<file path="src/hw/hrp_regs.svh">
// Bit positions, codes and register indices of the host register port.
// Assumes nothing; included by the package and design files by bare name.
`ifndef HRP_REGS_SVH
`define HRP_REGS_SVH

// ----------------------------------------------------------------------
// Serial command/pointer byte
// ----------------------------------------------------------------------
`define HRP_PTR_LSB      0
`define HRP_PTR_MSB      2
`define HRP_CMD_LSB      3
`define HRP_CMD_MSB      5
`define HRP_CRC_LSB      6
`define HRP_CRC_MSB      7
`define HRP_SHIFT_BIT    0
`define HRP_SHIFT_EN_BIT 1

// ----------------------------------------------------------------------
// DMA command pointer and bus configuration byte
// ----------------------------------------------------------------------
`define HRP_DPTR_LSB     0
`define HRP_DPTR_MSB     4
`define HRP_BCR_SHIFT    0
`define HRP_BCR_IACK_LSB 1
`define HRP_BCR_IACK_MSB 2

// ----------------------------------------------------------------------
// Register indices and lanes
// ----------------------------------------------------------------------
`define HRP_REG_CMD      5'h00
`define HRP_LANE_MSB     7
`define HRP_SER_PTR_W    4
`define HRP_DMA_PTR_W    5

`endif

</file>
<file path="src/hw/hrp_pkg.sv">
// Types shared by the host register port modules.
// Assumes hrp_regs.svh is on the include path.
`include "hrp_regs.svh"

package hrp_pkg;

    // ------------------------------------------------------------------
    // Access sequencer states
    // ------------------------------------------------------------------
    typedef enum logic [1:0] {st_idle, st_read, st_write} hrp_state_t;

    // ------------------------------------------------------------------
    // Serial command and checker reset codes, in encoding order
    // ------------------------------------------------------------------
    typedef enum logic [2:0] {
        cmd_null, cmd_point_high, cmd_reset_ext_status, cmd_send_abort,
        cmd_int_next_rx, cmd_reset_tx_int, cmd_error_reset,
        cmd_reset_highest_ius
    } hrp_cmd_t;

    typedef enum logic [1:0] {
        crc_null, crc_reset_rx_checker, crc_reset_tx_generator, crc_reset_eom_latch
    } hrp_crc_t;

endpackage

</file>
<file path="src/hw/hrp_ptr_if.sv">
// Pointer control bundle between the access sequencer and a pointer unit.
// Assumes one clock domain, clk_sys.
`timescale 1ns/1ps
`default_nettype none

interface hrp_ptr_if #(parameter int W = 4);
    logic         load;
    logic [W-1:0] load_val;
    logic         done;
    logic [W-1:0] ptr;
    logic         armed;
    modport ctl  (output load, output load_val, output done, input ptr, input armed);
    modport unit (input load, input load_val, input done, output ptr, output armed);
endinterface

`default_nettype wire

</file>
<file path="src/hw/hrp_sync.sv">
// Three-stage input synchroniser with agreement filter.
// Assumes d is asynchronous to clk_sys.
`timescale 1ns/1ps
`default_nettype none

module hrp_sync #(
    parameter int           W   = 1,
    parameter logic [W-1:0] RST = '0
) (
    input  wire logic         clk_sys,
    input  wire logic         rst_b,
    input  wire logic [W-1:0] d,
    output logic      [W-1:0] q
);
    logic [W-1:0] s1;
    logic [W-1:0] s2;
    logic [W-1:0] s3;

    // ------------------------------------------------------------------
    // Stages; s1 only feeds s2
    // ------------------------------------------------------------------
    always_ff @(posedge clk_sys) begin
        if (!rst_b) begin
            s1 <= RST;
            s2 <= RST;
            s3 <= RST;
        end else begin
            s1 <= d;
            s2 <= s1;
            s3 <= s2;
        end
    end

    // Per-bit: a change counts once stages two and three agree
    always_ff @(posedge clk_sys) begin
        if (!rst_b) begin
            q <= RST;
        end else begin
            q <= (s2 & ~(s2 ^ s3)) | (q & (s2 ^ s3));
        end
    end
endmodule

`default_nettype wire

</file>
<file path="src/hw/hrp_ptr.sv">
// Auto-clearing register pointer for one device section.
// Assumes load and done are single-cycle pulses from the sequencer.
`timescale 1ns/1ps
`default_nettype none

module hrp_ptr #(
    parameter int W = 4
) (
    input  wire logic clk_sys,
    input  wire logic rst_b,
    hrp_ptr_if.unit   pif
);
    // ------------------------------------------------------------------
    // Pointer state
    // ------------------------------------------------------------------
    always_ff @(posedge clk_sys) begin
        if (!rst_b) begin
            pif.ptr   <= '0;
            pif.armed <= 1'b0;
        end else if (pif.done && pif.armed) begin
            pif.ptr   <= '0;
            pif.armed <= 1'b0;
        end else if (pif.load) begin
            pif.ptr   <= pif.load_val;
            pif.armed <= 1'b1;
        end
    end

    AST_PTR_CLEAR: assert property (@(posedge clk_sys) disable iff (!rst_b)
        pif.done && pif.armed |=> pif.ptr == '0 && !pif.armed)
        else $error("pointer not cleared after second access");

    AST_PTR_LOAD: assert property (@(posedge clk_sys) disable iff (!rst_b)
        pif.load && !pif.armed |=> pif.armed && pif.ptr == $past(pif.load_val))
        else $error("pointer load lost");
endmodule

`default_nettype wire

</file>
<file path="src/hw/hrp_host_port.sv">
// Host register port: slave bus decode into serial and DMA sections.
// Assumes asynchronous host pins and a user-side register file that
// returns reg_rdata combinationally in the cycle of reg_rd.
//
// Function
// - Section/channel selects route to A, B, DMA
// - Select pins inputs as slave, outputs mastering
// - Two modes: direct address or pointer
// - Serial: pointer write, then data access
// - Serial pointer clears after second access
// - No direct serial data access when non-multiplexed
// - Point high moves pointer to 8-15
// - Three-bit serial command field decoded
// - Two-bit checker reset field decoded
// - DMA pointer separate, five bits
// - DMA pointer clears after second access
// - Multiplexed address from AD5-1 or AD4-0
// - Shift choice per section, own source
// - Command low bits select shift mode
// - Slave transfers are single bytes
// - First DMA-side write configures bus, only once
// - Channel select picks wait or ready
// - Address strobe before config means multiplexed
// - Write low lane; read replicated both lanes
`timescale 1ns/1ps
`default_nettype none
`include "hrp_regs.svh"

module hrp_host_port
    import hrp_pkg::*;
(
    input  wire logic        clk_sys,
    input  wire logic        rst_b,
    input  wire logic        ce_b,
    input  wire logic        as_b,
    input  wire logic        rd_b,
    input  wire logic        wr_b,
    input  wire logic [15:0] address_data_bus_in,
    output logic      [15:0] address_data_bus_out,
    output logic             address_data_bus_oe_b,
    input  wire logic        section_select_in,
    output logic             section_select_out,
    output logic             section_select_oe_b,
    input  wire logic        channel_select_in,
    output logic             channel_select_out,
    output logic             channel_select_oe_b,
    output logic             wait_rdy_out,
    output logic             wait_rdy_oe_b,
    input  wire logic        dma_master,
    input  wire logic        dma_section,
    input  wire logic        dma_channel,
    output logic             reg_wr,
    output logic             reg_rd,
    output logic             reg_sect,
    output logic             reg_chan,
    output logic      [4:0]  reg_addr,
    output logic      [7:0]  reg_wdata,
    input  wire logic [7:0]  reg_rdata,
    output logic             ser_cmd_stb,
    output hrp_cmd_t         ser_cmd,
    output hrp_crc_t         ser_crc,
    output logic             ser_cmd_chan,
    output logic             ser_shift_right,
    output logic             cfg_done,
    output logic             mux_mode,
    output logic             wait_mode,
    output logic             dma_shift_right,
    output logic      [1:0]  iack_type
);
    // ------------------------------------------------------------------
    // Pin synchronisers
    // ------------------------------------------------------------------
    logic [3:0]  ctl_q;
    logic [17:0] dat_q;
    logic        ce_q;
    logic        as_q;
    logic        rd_q;
    logic        wr_q;
    logic        sect_q;
    logic        chan_q;
    logic [15:0] ad_q;

    hrp_sync #(.W(4), .RST(4'hf)) u_sync_ctl (
        .clk_sys (clk_sys),
        .rst_b   (rst_b),
        .d       ({ce_b, as_b, rd_b, wr_b}),
        .q       (ctl_q)
    );

    hrp_sync #(.W(18), .RST(18'h00000)) u_sync_dat (
        .clk_sys (clk_sys),
        .rst_b   (rst_b),
        .d       ({section_select_in, channel_select_in, address_data_bus_in}),
        .q       (dat_q)
    );

    assign {ce_q, as_q, rd_q, wr_q} = ctl_q;
    assign {sect_q, chan_q, ad_q}   = dat_q;

    // ------------------------------------------------------------------
    // Section pointers
    // ------------------------------------------------------------------
    hrp_ptr_if #(.W(`HRP_SER_PTR_W)) ser_pif ();
    hrp_ptr_if #(.W(`HRP_DMA_PTR_W)) dma_pif ();

    hrp_ptr #(.W(`HRP_SER_PTR_W)) u_ser_ptr (
        .clk_sys (clk_sys),
        .rst_b   (rst_b),
        .pif     (ser_pif)
    );

    hrp_ptr #(.W(`HRP_DMA_PTR_W)) u_dma_ptr (
        .clk_sys (clk_sys),
        .rst_b   (rst_b),
        .pif     (dma_pif)
    );

    // ------------------------------------------------------------------
    // Address strobe latch
    // ------------------------------------------------------------------
    logic       as_d;
    logic       as_seen;
    logic       lat_sect;
    logic       lat_chan;
    logic [5:0] lat_ad;

    always_ff @(posedge clk_sys) begin
        if (!rst_b) begin
            as_d     <= 1'b1;
            lat_sect <= 1'b0;
            lat_chan <= 1'b0;
            lat_ad   <= 6'h00;
        end else begin
            as_d <= as_q;
            // Address is stable at the trailing edge of the strobe
            if (as_q && !as_d) begin
                lat_sect <= sect_q;
                lat_chan <= chan_q;
                lat_ad   <= ad_q[5:0];
            end
        end
    end

    // ------------------------------------------------------------------
    // Target decode
    // ------------------------------------------------------------------
    hrp_state_t state;
    logic       cur_sect;
    logic       cur_chan;
    logic       shift_r;
    logic [4:0] mux_addr;
    logic       ptr_armed;
    logic [4:0] ptr_val;
    logic       is_ptr_reg;
    logic [4:0] tgt_addr;
    logic [7:0] wbyte;
    hrp_cmd_t   wcmd;
    logic       rd_start;
    logic       wr_commit;
    logic       wr_live;

    always_comb begin
        cur_sect  = mux_mode ? lat_sect : sect_q;
        cur_chan  = mux_mode ? lat_chan : chan_q;
        shift_r   = cur_sect ? ser_shift_right : dma_shift_right;
        mux_addr  = shift_r ? lat_ad[4:0] : lat_ad[5:1];
        ptr_armed = cur_sect ? ser_pif.armed : dma_pif.armed;
        ptr_val   = cur_sect ? {1'b0, ser_pif.ptr} : dma_pif.ptr;
        // Direct address when multiplexed, pointer otherwise
        is_ptr_reg = mux_mode ? (mux_addr == `HRP_REG_CMD) : !ptr_armed;
        tgt_addr   = mux_mode ? mux_addr : (ptr_armed ? ptr_val : `HRP_REG_CMD);
        wbyte      = ad_q[`HRP_LANE_MSB:0];
        wcmd       = hrp_cmd_t'(wbyte[`HRP_CMD_MSB:`HRP_CMD_LSB]);
    end

    // Master mode keeps the slave decoder quiet; chip enable gates all
    assign rd_start  = (state == st_idle) && cfg_done && !ce_q && !rd_q && !dma_master;
    assign wr_commit = (state == st_write) && (ce_q || wr_q);
    assign wr_live   = wr_commit && cfg_done;

    // ------------------------------------------------------------------
    // Access sequencer
    // ------------------------------------------------------------------
    always_ff @(posedge clk_sys) begin
        if (!rst_b) begin
            state <= st_idle;
        end else begin
            unique case (state)
                st_idle: begin
                    if (rd_start) begin
                        state <= st_read;
                    end else if (!ce_q && !wr_q && !dma_master) begin
                        state <= st_write;
                    end
                end
                st_read: begin
                    if (ce_q || rd_q) begin
                        state <= st_idle;
                    end
                end
                st_write: begin
                    if (wr_commit) begin
                        state <= st_idle;
                    end
                end
            endcase
        end
    end

    // ------------------------------------------------------------------
    // One-time bus configuration
    // ------------------------------------------------------------------
    always_ff @(posedge clk_sys) begin
        if (!rst_b) begin
            as_seen         <= 1'b0;
            cfg_done        <= 1'b0;
            mux_mode        <= 1'b0;
            wait_mode       <= 1'b0;
            dma_shift_right <= 1'b0;
            iack_type       <= 2'h0;
        end else begin
            if (!cfg_done && !as_q) begin
                as_seen <= 1'b1;
            end
            // Anything but a DMA-side write is ignored until configured
            if (wr_commit && !cfg_done && !cur_sect) begin
                cfg_done        <= 1'b1;
                mux_mode        <= as_seen;
                wait_mode       <= chan_q;
                dma_shift_right <= wbyte[`HRP_BCR_SHIFT];
                iack_type       <= wbyte[`HRP_BCR_IACK_MSB:`HRP_BCR_IACK_LSB];
            end
        end
    end

    // ------------------------------------------------------------------
    // User-side register strobes
    // ------------------------------------------------------------------
    always_ff @(posedge clk_sys) begin
        if (!rst_b) begin
            reg_wr    <= 1'b0;
            reg_rd    <= 1'b0;
            reg_sect  <= 1'b0;
            reg_chan  <= 1'b0;
            reg_addr  <= 5'h00;
            reg_wdata <= 8'h00;
        end else begin
            reg_wr <= wr_live;
            reg_rd <= rd_start;
            if (wr_live || rd_start) begin
                reg_sect <= cur_sect;
                reg_chan <= cur_chan;
                reg_addr <= tgt_addr;
            end
            if (wr_live) begin
                reg_wdata <= wbyte;
            end
        end
    end

    // ------------------------------------------------------------------
    // Serial command decode
    // ------------------------------------------------------------------
    always_ff @(posedge clk_sys) begin
        if (!rst_b) begin
            ser_cmd_stb     <= 1'b0;
            ser_cmd         <= cmd_null;
            ser_crc         <= crc_null;
            ser_cmd_chan    <= 1'b0;
            ser_shift_right <= 1'b0;
        end else begin
            ser_cmd_stb <= wr_live && cur_sect && is_ptr_reg;
            if (wr_live && cur_sect && is_ptr_reg) begin
                // Point high has no meaning when addresses are direct
                ser_cmd      <= (mux_mode && wcmd == cmd_point_high) ? cmd_null : wcmd;
                ser_crc      <= hrp_crc_t'(wbyte[`HRP_CRC_MSB:`HRP_CRC_LSB]);
                ser_cmd_chan <= cur_chan;
                if (mux_mode && wbyte[`HRP_SHIFT_EN_BIT]) begin
                    ser_shift_right <= wbyte[`HRP_SHIFT_BIT];
                end
            end
        end
    end

    // ------------------------------------------------------------------
    // Pointer load and clear pulses
    // ------------------------------------------------------------------
    always_ff @(posedge clk_sys) begin
        if (!rst_b) begin
            ser_pif.load     <= 1'b0;
            ser_pif.load_val <= '0;
            ser_pif.done     <= 1'b0;
            dma_pif.load     <= 1'b0;
            dma_pif.load_val <= '0;
            dma_pif.done     <= 1'b0;
        end else begin
            ser_pif.load <= wr_live && !mux_mode && cur_sect && !ser_pif.armed;
            ser_pif.load_val <= {wcmd == cmd_point_high,
                                 wbyte[`HRP_PTR_MSB:`HRP_PTR_LSB]};
            ser_pif.done <= (wr_live || rd_start) && !mux_mode && cur_sect
                            && ser_pif.armed;
            dma_pif.load <= wr_live && !mux_mode && !cur_sect && !dma_pif.armed;
            dma_pif.load_val <= wbyte[`HRP_DPTR_MSB:`HRP_DPTR_LSB];
            dma_pif.done <= (wr_live || rd_start) && !mux_mode && !cur_sect
                            && dma_pif.armed;
        end
    end

    // ------------------------------------------------------------------
    // Read data and pin drive
    // ------------------------------------------------------------------
    logic [7:0] rd_byte;
    logic       rd_valid;
    logic       wait_sel;

    always_ff @(posedge clk_sys) begin
        if (!rst_b) begin
            rd_byte  <= 8'h00;
            rd_valid <= 1'b0;
        end else begin
            if (reg_rd) begin
                rd_byte <= reg_rdata;
            end
            rd_valid <= (state == st_read) && (rd_valid || reg_rd);
        end
    end

    // Byte replicated so either lane of a 16-bit host sees it
    assign address_data_bus_out  = {rd_byte, rd_byte};
    assign address_data_bus_oe_b = !((state == st_read) && rd_valid);

    assign section_select_out  = dma_section;
    assign section_select_oe_b = !dma_master;
    assign channel_select_out  = dma_channel;
    assign channel_select_oe_b = !dma_master;

    // Before configuration the live channel select already picks the style
    assign wait_sel      = cfg_done ? wait_mode : chan_q;
    assign wait_rdy_out  = wait_sel ? !((state == st_read) && !rd_valid)
                                    : !(((state == st_read) && rd_valid)
                                        || (state == st_write));
    assign wait_rdy_oe_b = !(!ce_q && !dma_master);

    // ------------------------------------------------------------------
    // Checks
    // ------------------------------------------------------------------
    AST_SEL_MASTER: assert property (@(posedge clk_sys) disable iff (!rst_b)
        dma_master |-> !section_select_oe_b && section_select_out == dma_section
                       && !channel_select_oe_b)
        else $error("select pins not driven in master mode");

    AST_READ_LANES: assert property (@(posedge clk_sys) disable iff (!rst_b)
        !address_data_bus_oe_b |-> address_data_bus_out[15:8] == address_data_bus_out[7:0]
                                   && ($past(reg_rd) || $past(rd_valid)))
        else $error("read byte not replicated or driven early");

    AST_CFG_ONCE: assert property (@(posedge clk_sys) disable iff (!rst_b)
        cfg_done |=> cfg_done && $stable(mux_mode) && $stable(wait_mode)
                     && $stable(iack_type))
        else $error("bus configuration changed after first write");

    AST_NO_ACCESS_UNCONFIGURED: assert property (@(posedge clk_sys) disable iff (!rst_b)
        reg_rd || reg_wr |-> $past(cfg_done))
        else $error("register access before configuration");

    AST_MUX_NO_PTR: assert property (@(posedge clk_sys) disable iff (!rst_b)
        cfg_done && mux_mode |-> !ser_pif.armed && !dma_pif.armed)
        else $error("pointer armed in multiplexed mode");

    AST_SHIFT_SELECT: assert property (@(posedge clk_sys) disable iff (!rst_b)
        ser_cmd_stb && mux_mode && reg_wdata[`HRP_SHIFT_EN_BIT]
            |-> ser_shift_right == reg_wdata[`HRP_SHIFT_BIT])
        else $error("shift mode not taken from command write");

    AST_SER_ADDR_RANGE: assert property (@(posedge clk_sys) disable iff (!rst_b)
        reg_wr && reg_sect && !mux_mode |-> reg_addr[4] == 1'b0)
        else $error("serial pointer beyond register 15");

    AST_CMD_PULSE: assert property (@(posedge clk_sys) disable iff (!rst_b)
        ser_cmd_stb |-> reg_wr && reg_sect && reg_addr == `HRP_REG_CMD ##1 !ser_cmd_stb)
        else $error("command strobe not tied to command register write");
endmodule

`default_nettype wire

</file>
<file path="config.mk">
export PLATFORM = sky130hd
export DESIGN_NAME = hrp_host_port
export DESIGN_NICKNAME = d
export VERILOG_FILES = /design/src/hw/hrp_pkg.sv /design/src/hw/hrp_ptr_if.sv /design/src/hw/hrp_sync.sv /design/src/hw/hrp_ptr.sv /design/src/hw/hrp_host_port.sv
export VERILOG_INCLUDE_DIRS = /design/src /design/src/hw
export SDC_FILE = /design/constraint.sdc
export NUM_CORES = 1
export LEC_CHECK = 0
export BUFFER_PORTS_ARGS = -buffer_cell sky130_fd_sc_hd__buf_2
export CAP_MARGIN = 20
export CORE_MARGIN = 4
export CORE_UTILIZATION = 28
export DETAILED_ROUTE_END_ITERATION = 7
export PLACE_DENSITY = 0.5
export SYNTH_ARGS = -nofsm -noshare
export SYNTH_HDL_FRONTEND = slang
export SYNTH_SLANG_ARGS = --single-unit
</file>
<file path="constraint.sdc">
create_clock -name clk_sys -period 5.8 [get_ports clk_sys]
set_input_delay 0.29 -clock clk_sys [delete_from_list [all_inputs] [get_ports clk_sys]]
set_output_delay 0.29 -clock clk_sys [all_outputs]
set_load 0.01 [all_outputs]
</file>
==> results.tsv <==
metric	value	unit
status	complete, no violations	
fill_cells	1651	
yosysSeqAreaShare	0.556	
skew	0.00941	ns
via_per_inst	4.29	
slew_violations	0	
synth_edf_count	0	
ctsHoldBuffers	0	
min_path_cells	2	
initial_utilization	0.289	
num_antenna_cells	0	
clock-sinks	129	
synth_seq_cells	129	
clkPwrFrac	0.510	
post_cts_buffers	0	
track_usage	0.120	
power_density	346	nW/um^2
syn_to_final_growth	22.4	%
synth_fp_nets	512	
firstDrtPassIters	4	
finalSetupTns	0	ns
clk_pin_slew	0.05	ns
hold_viol_final	0	
netlist_instances	474	
p_leak	0.00232	uW
core_area	16100	um^2
post_dp_cell_area	5130	um^2
root_buffer	clkbuf_16	
power_switching_share	0.201	
grt_overflow_total	0	
r2r_slack	3.17	ns
slew_headroom	0.506	
cp_data_arrival_time	2.91	ns
synth_ff_type	dfxtp_1	
routed_wl	10.2	mm
power_switching	396	uW
required	6.08	ns
dp_hpwl	7.13	mm
hp-class	in -> reg	
boundaryPins	89	
multi_input_area	1850	um^2
detail-route-antenna-nets	0	
crit_fanout	13	
yosysUniqueCellTypes	47	
comb_power_share	0.027	
antenna_found_initial	0	
final_area	5680	um^2
ys_warn_count	0	
critPathKind	reg -> reg	
h-tree-depth	4	
power_frac_seq	0.463	
whs_endpoint	u_sync_ctl.s1[0]$_SDFF_PN1_	
async_flop_share	0	
drv_cap	0	
peakVddDrop	0.176	mV
p_int	1570	uW
rows	46	
die-area	18700	um^2
clk_latency	0.41	ns
synth_top_area_cell	dfxtp_1	
grt_pass1_wl	17.1	mm
gp_congestion	0.850	
setup_violations	0	
hp-start	wr_b	
drt_iter0_drc	218	
netlist_area	4640	um^2
end_kind	flop	
drc	0	
grt_max_degree	75	
seqCellArea	2580	um^2
nets	575	
die_w	137	um
period_share	0.453	
post_cts_resized	0	
grt_pass1_vias	3322	
io_buffers	76	
cts_tree	done	
cp-start-kind	flop	
rr_worst_depth	5	
min_period	2.63	ns
max_clock_freq	380	MHz
drive_gt1_frac	0.214	
syn_area_per_cell	9.80	um^2
ys_top_cells_by_area	dfxtp_1 56%, mux2i_1 8.0%, and2_1 5.0%, nand2_1 4.7%, nor2_1 4.1%	
routedWlPerCell	13.4	um
cts_buffer_depth	2	
reg2reg_to	reg_addr[0]$_SDFFE_PN0P_	
synth_top_area_frac	0.556	
rsz0062_at_grt	false	
worst_pin_slew	0.740	ns
die_h	137	um
cts_inserted_buffers	17	
via_count	3280	
timing.rr.start	mux_mode$_SDFFE_PN0P_	
==> through the flow <==
stage	hold WS [ns]	std cells	power (uW)	util	setup WS (ns)
after floorplan	0.386	474	963	-	3.85
after detailed placement	0.392	734	982	0.320	3.19
after CTS	0.0406	764	1990	0.354	3.17
final	0.0531	764	1970	0.354	3.17
after global placement	0.390	734	980	0.320	3.21
after global routing	0.0458	764	2040	0.354	3.02
==> worst max-delay path by stage <==
stage,startpoint,endpoint,cells after the start
floorplan,mux_mode$_SDFFE_PN0P_,reg_addr[0]$_SDFFE_PN0P_,5
global placement,mux_mode$_SDFFE_PN0P_,reg_addr[1]$_SDFFE_PN0P_,5
detailed placement,mux_mode$_SDFFE_PN0P_,reg_addr[1]$_SDFFE_PN0P_,5
CTS,mux_mode$_SDFFE_PN0P_,reg_addr[1]$_SDFFE_PN0P_,5
global route,mux_mode$_SDFFE_PN0P_,reg_addr[1]$_SDFFE_PN0P_,5
finish,mux_mode$_SDFFE_PN0P_,reg_addr[0]$_SDFFE_PN0P_,5
==> layer usage <==
layer  GRT usage  vias to the layer above  routed length (um)
li1            -                     1692                   -
met1       0.148                     1510                4580
met2       0.190                       62                4930
met3      0.0401                       16                 517
met4      0.0582                        0                 179
met5           0                        -                   0
==> synthesized netlist by cell type, types with 2 or more instances <==
cell	number
a31oi_1	2
nor4_1	3
nor2_1	51
nand2b_1	17
ha_1	3
buf_4	13
a21oi_1	30
mux2i_1	37
clkbuf_1	14
or3_1	2
and2_1	37
nand2_1	58
nand4_1	2
nor3_1	3
a22oi_1	4
inv_1	8
buf_1	5
mux2_1	4
o21ai_0	19
o21ai_1	4
dfxtp_1	129
a211oi_1	2
a211oi_2	3
==> layout by cell type (no fill, tap or decap), types with 2 or more instances in the layout <==
master,count
a21oi_1,30
o21ai_0,19
nor4_1,3
o21ai_1,4
or3_1,2
nand4_1,2
buf_4,2
dfxtp_1,129
nand2_1,58
and2_1,37
a211oi_2,3
a211oi_1,2
nor3_1,3
nor2_1,51
nand2b_1,17
clkbuf_1,4
bufinv_16,2
a31oi_1,2
inv_1,8
clkbuf_16,17
mux2i_1,37
clkbuf_8,2
ha_1,3
mux2_1,4
buf_2,76
clkinv_2,5
a22oi_1,4
==> cell type report <==
cell class,instances,share of cell area
flip-flops and latches,129,0.454
well taps,216,0.0475
inverters,9,0.00594
clock inverters,7,0.0150
multi-input cells,302,0.325
clock buffers,23,0.0823
repair buffers,78,0.0696
==> kinds of logic after synthesis <==
kind of cell,after synthesis,share of synthesized area
mux,44,0.0997
buf+inv,43,0.0458
xor+xnor,1,0.00189
simple gates,181,0.186
flops,129,0.556
fa+ha+maj,3,0.00808
compound gates,73,0.103
==> worst max-delay path, stage by stage (launching register included) <==
cell and delay [ns]:
dfxtp_1 0.80, mux2i_4 0.57, mux2i_2 0.41, mux2_1 0.39, a22oi_1 0.22, a21oi_1 0.09
==> power by group through the flow <==
stage,combinational [uW],sequential (uW),clock (uW)
6_report,52.8,909,1000
5_1_grt,60.9,911,1070
4_1_cts,54.2,909,1030
3_5_place_dp,54.0,928,0
3_3_place_gp,52.5,928,0
2_1_floorplan,37.5,925,0
(Power assumes the default switching activity.)
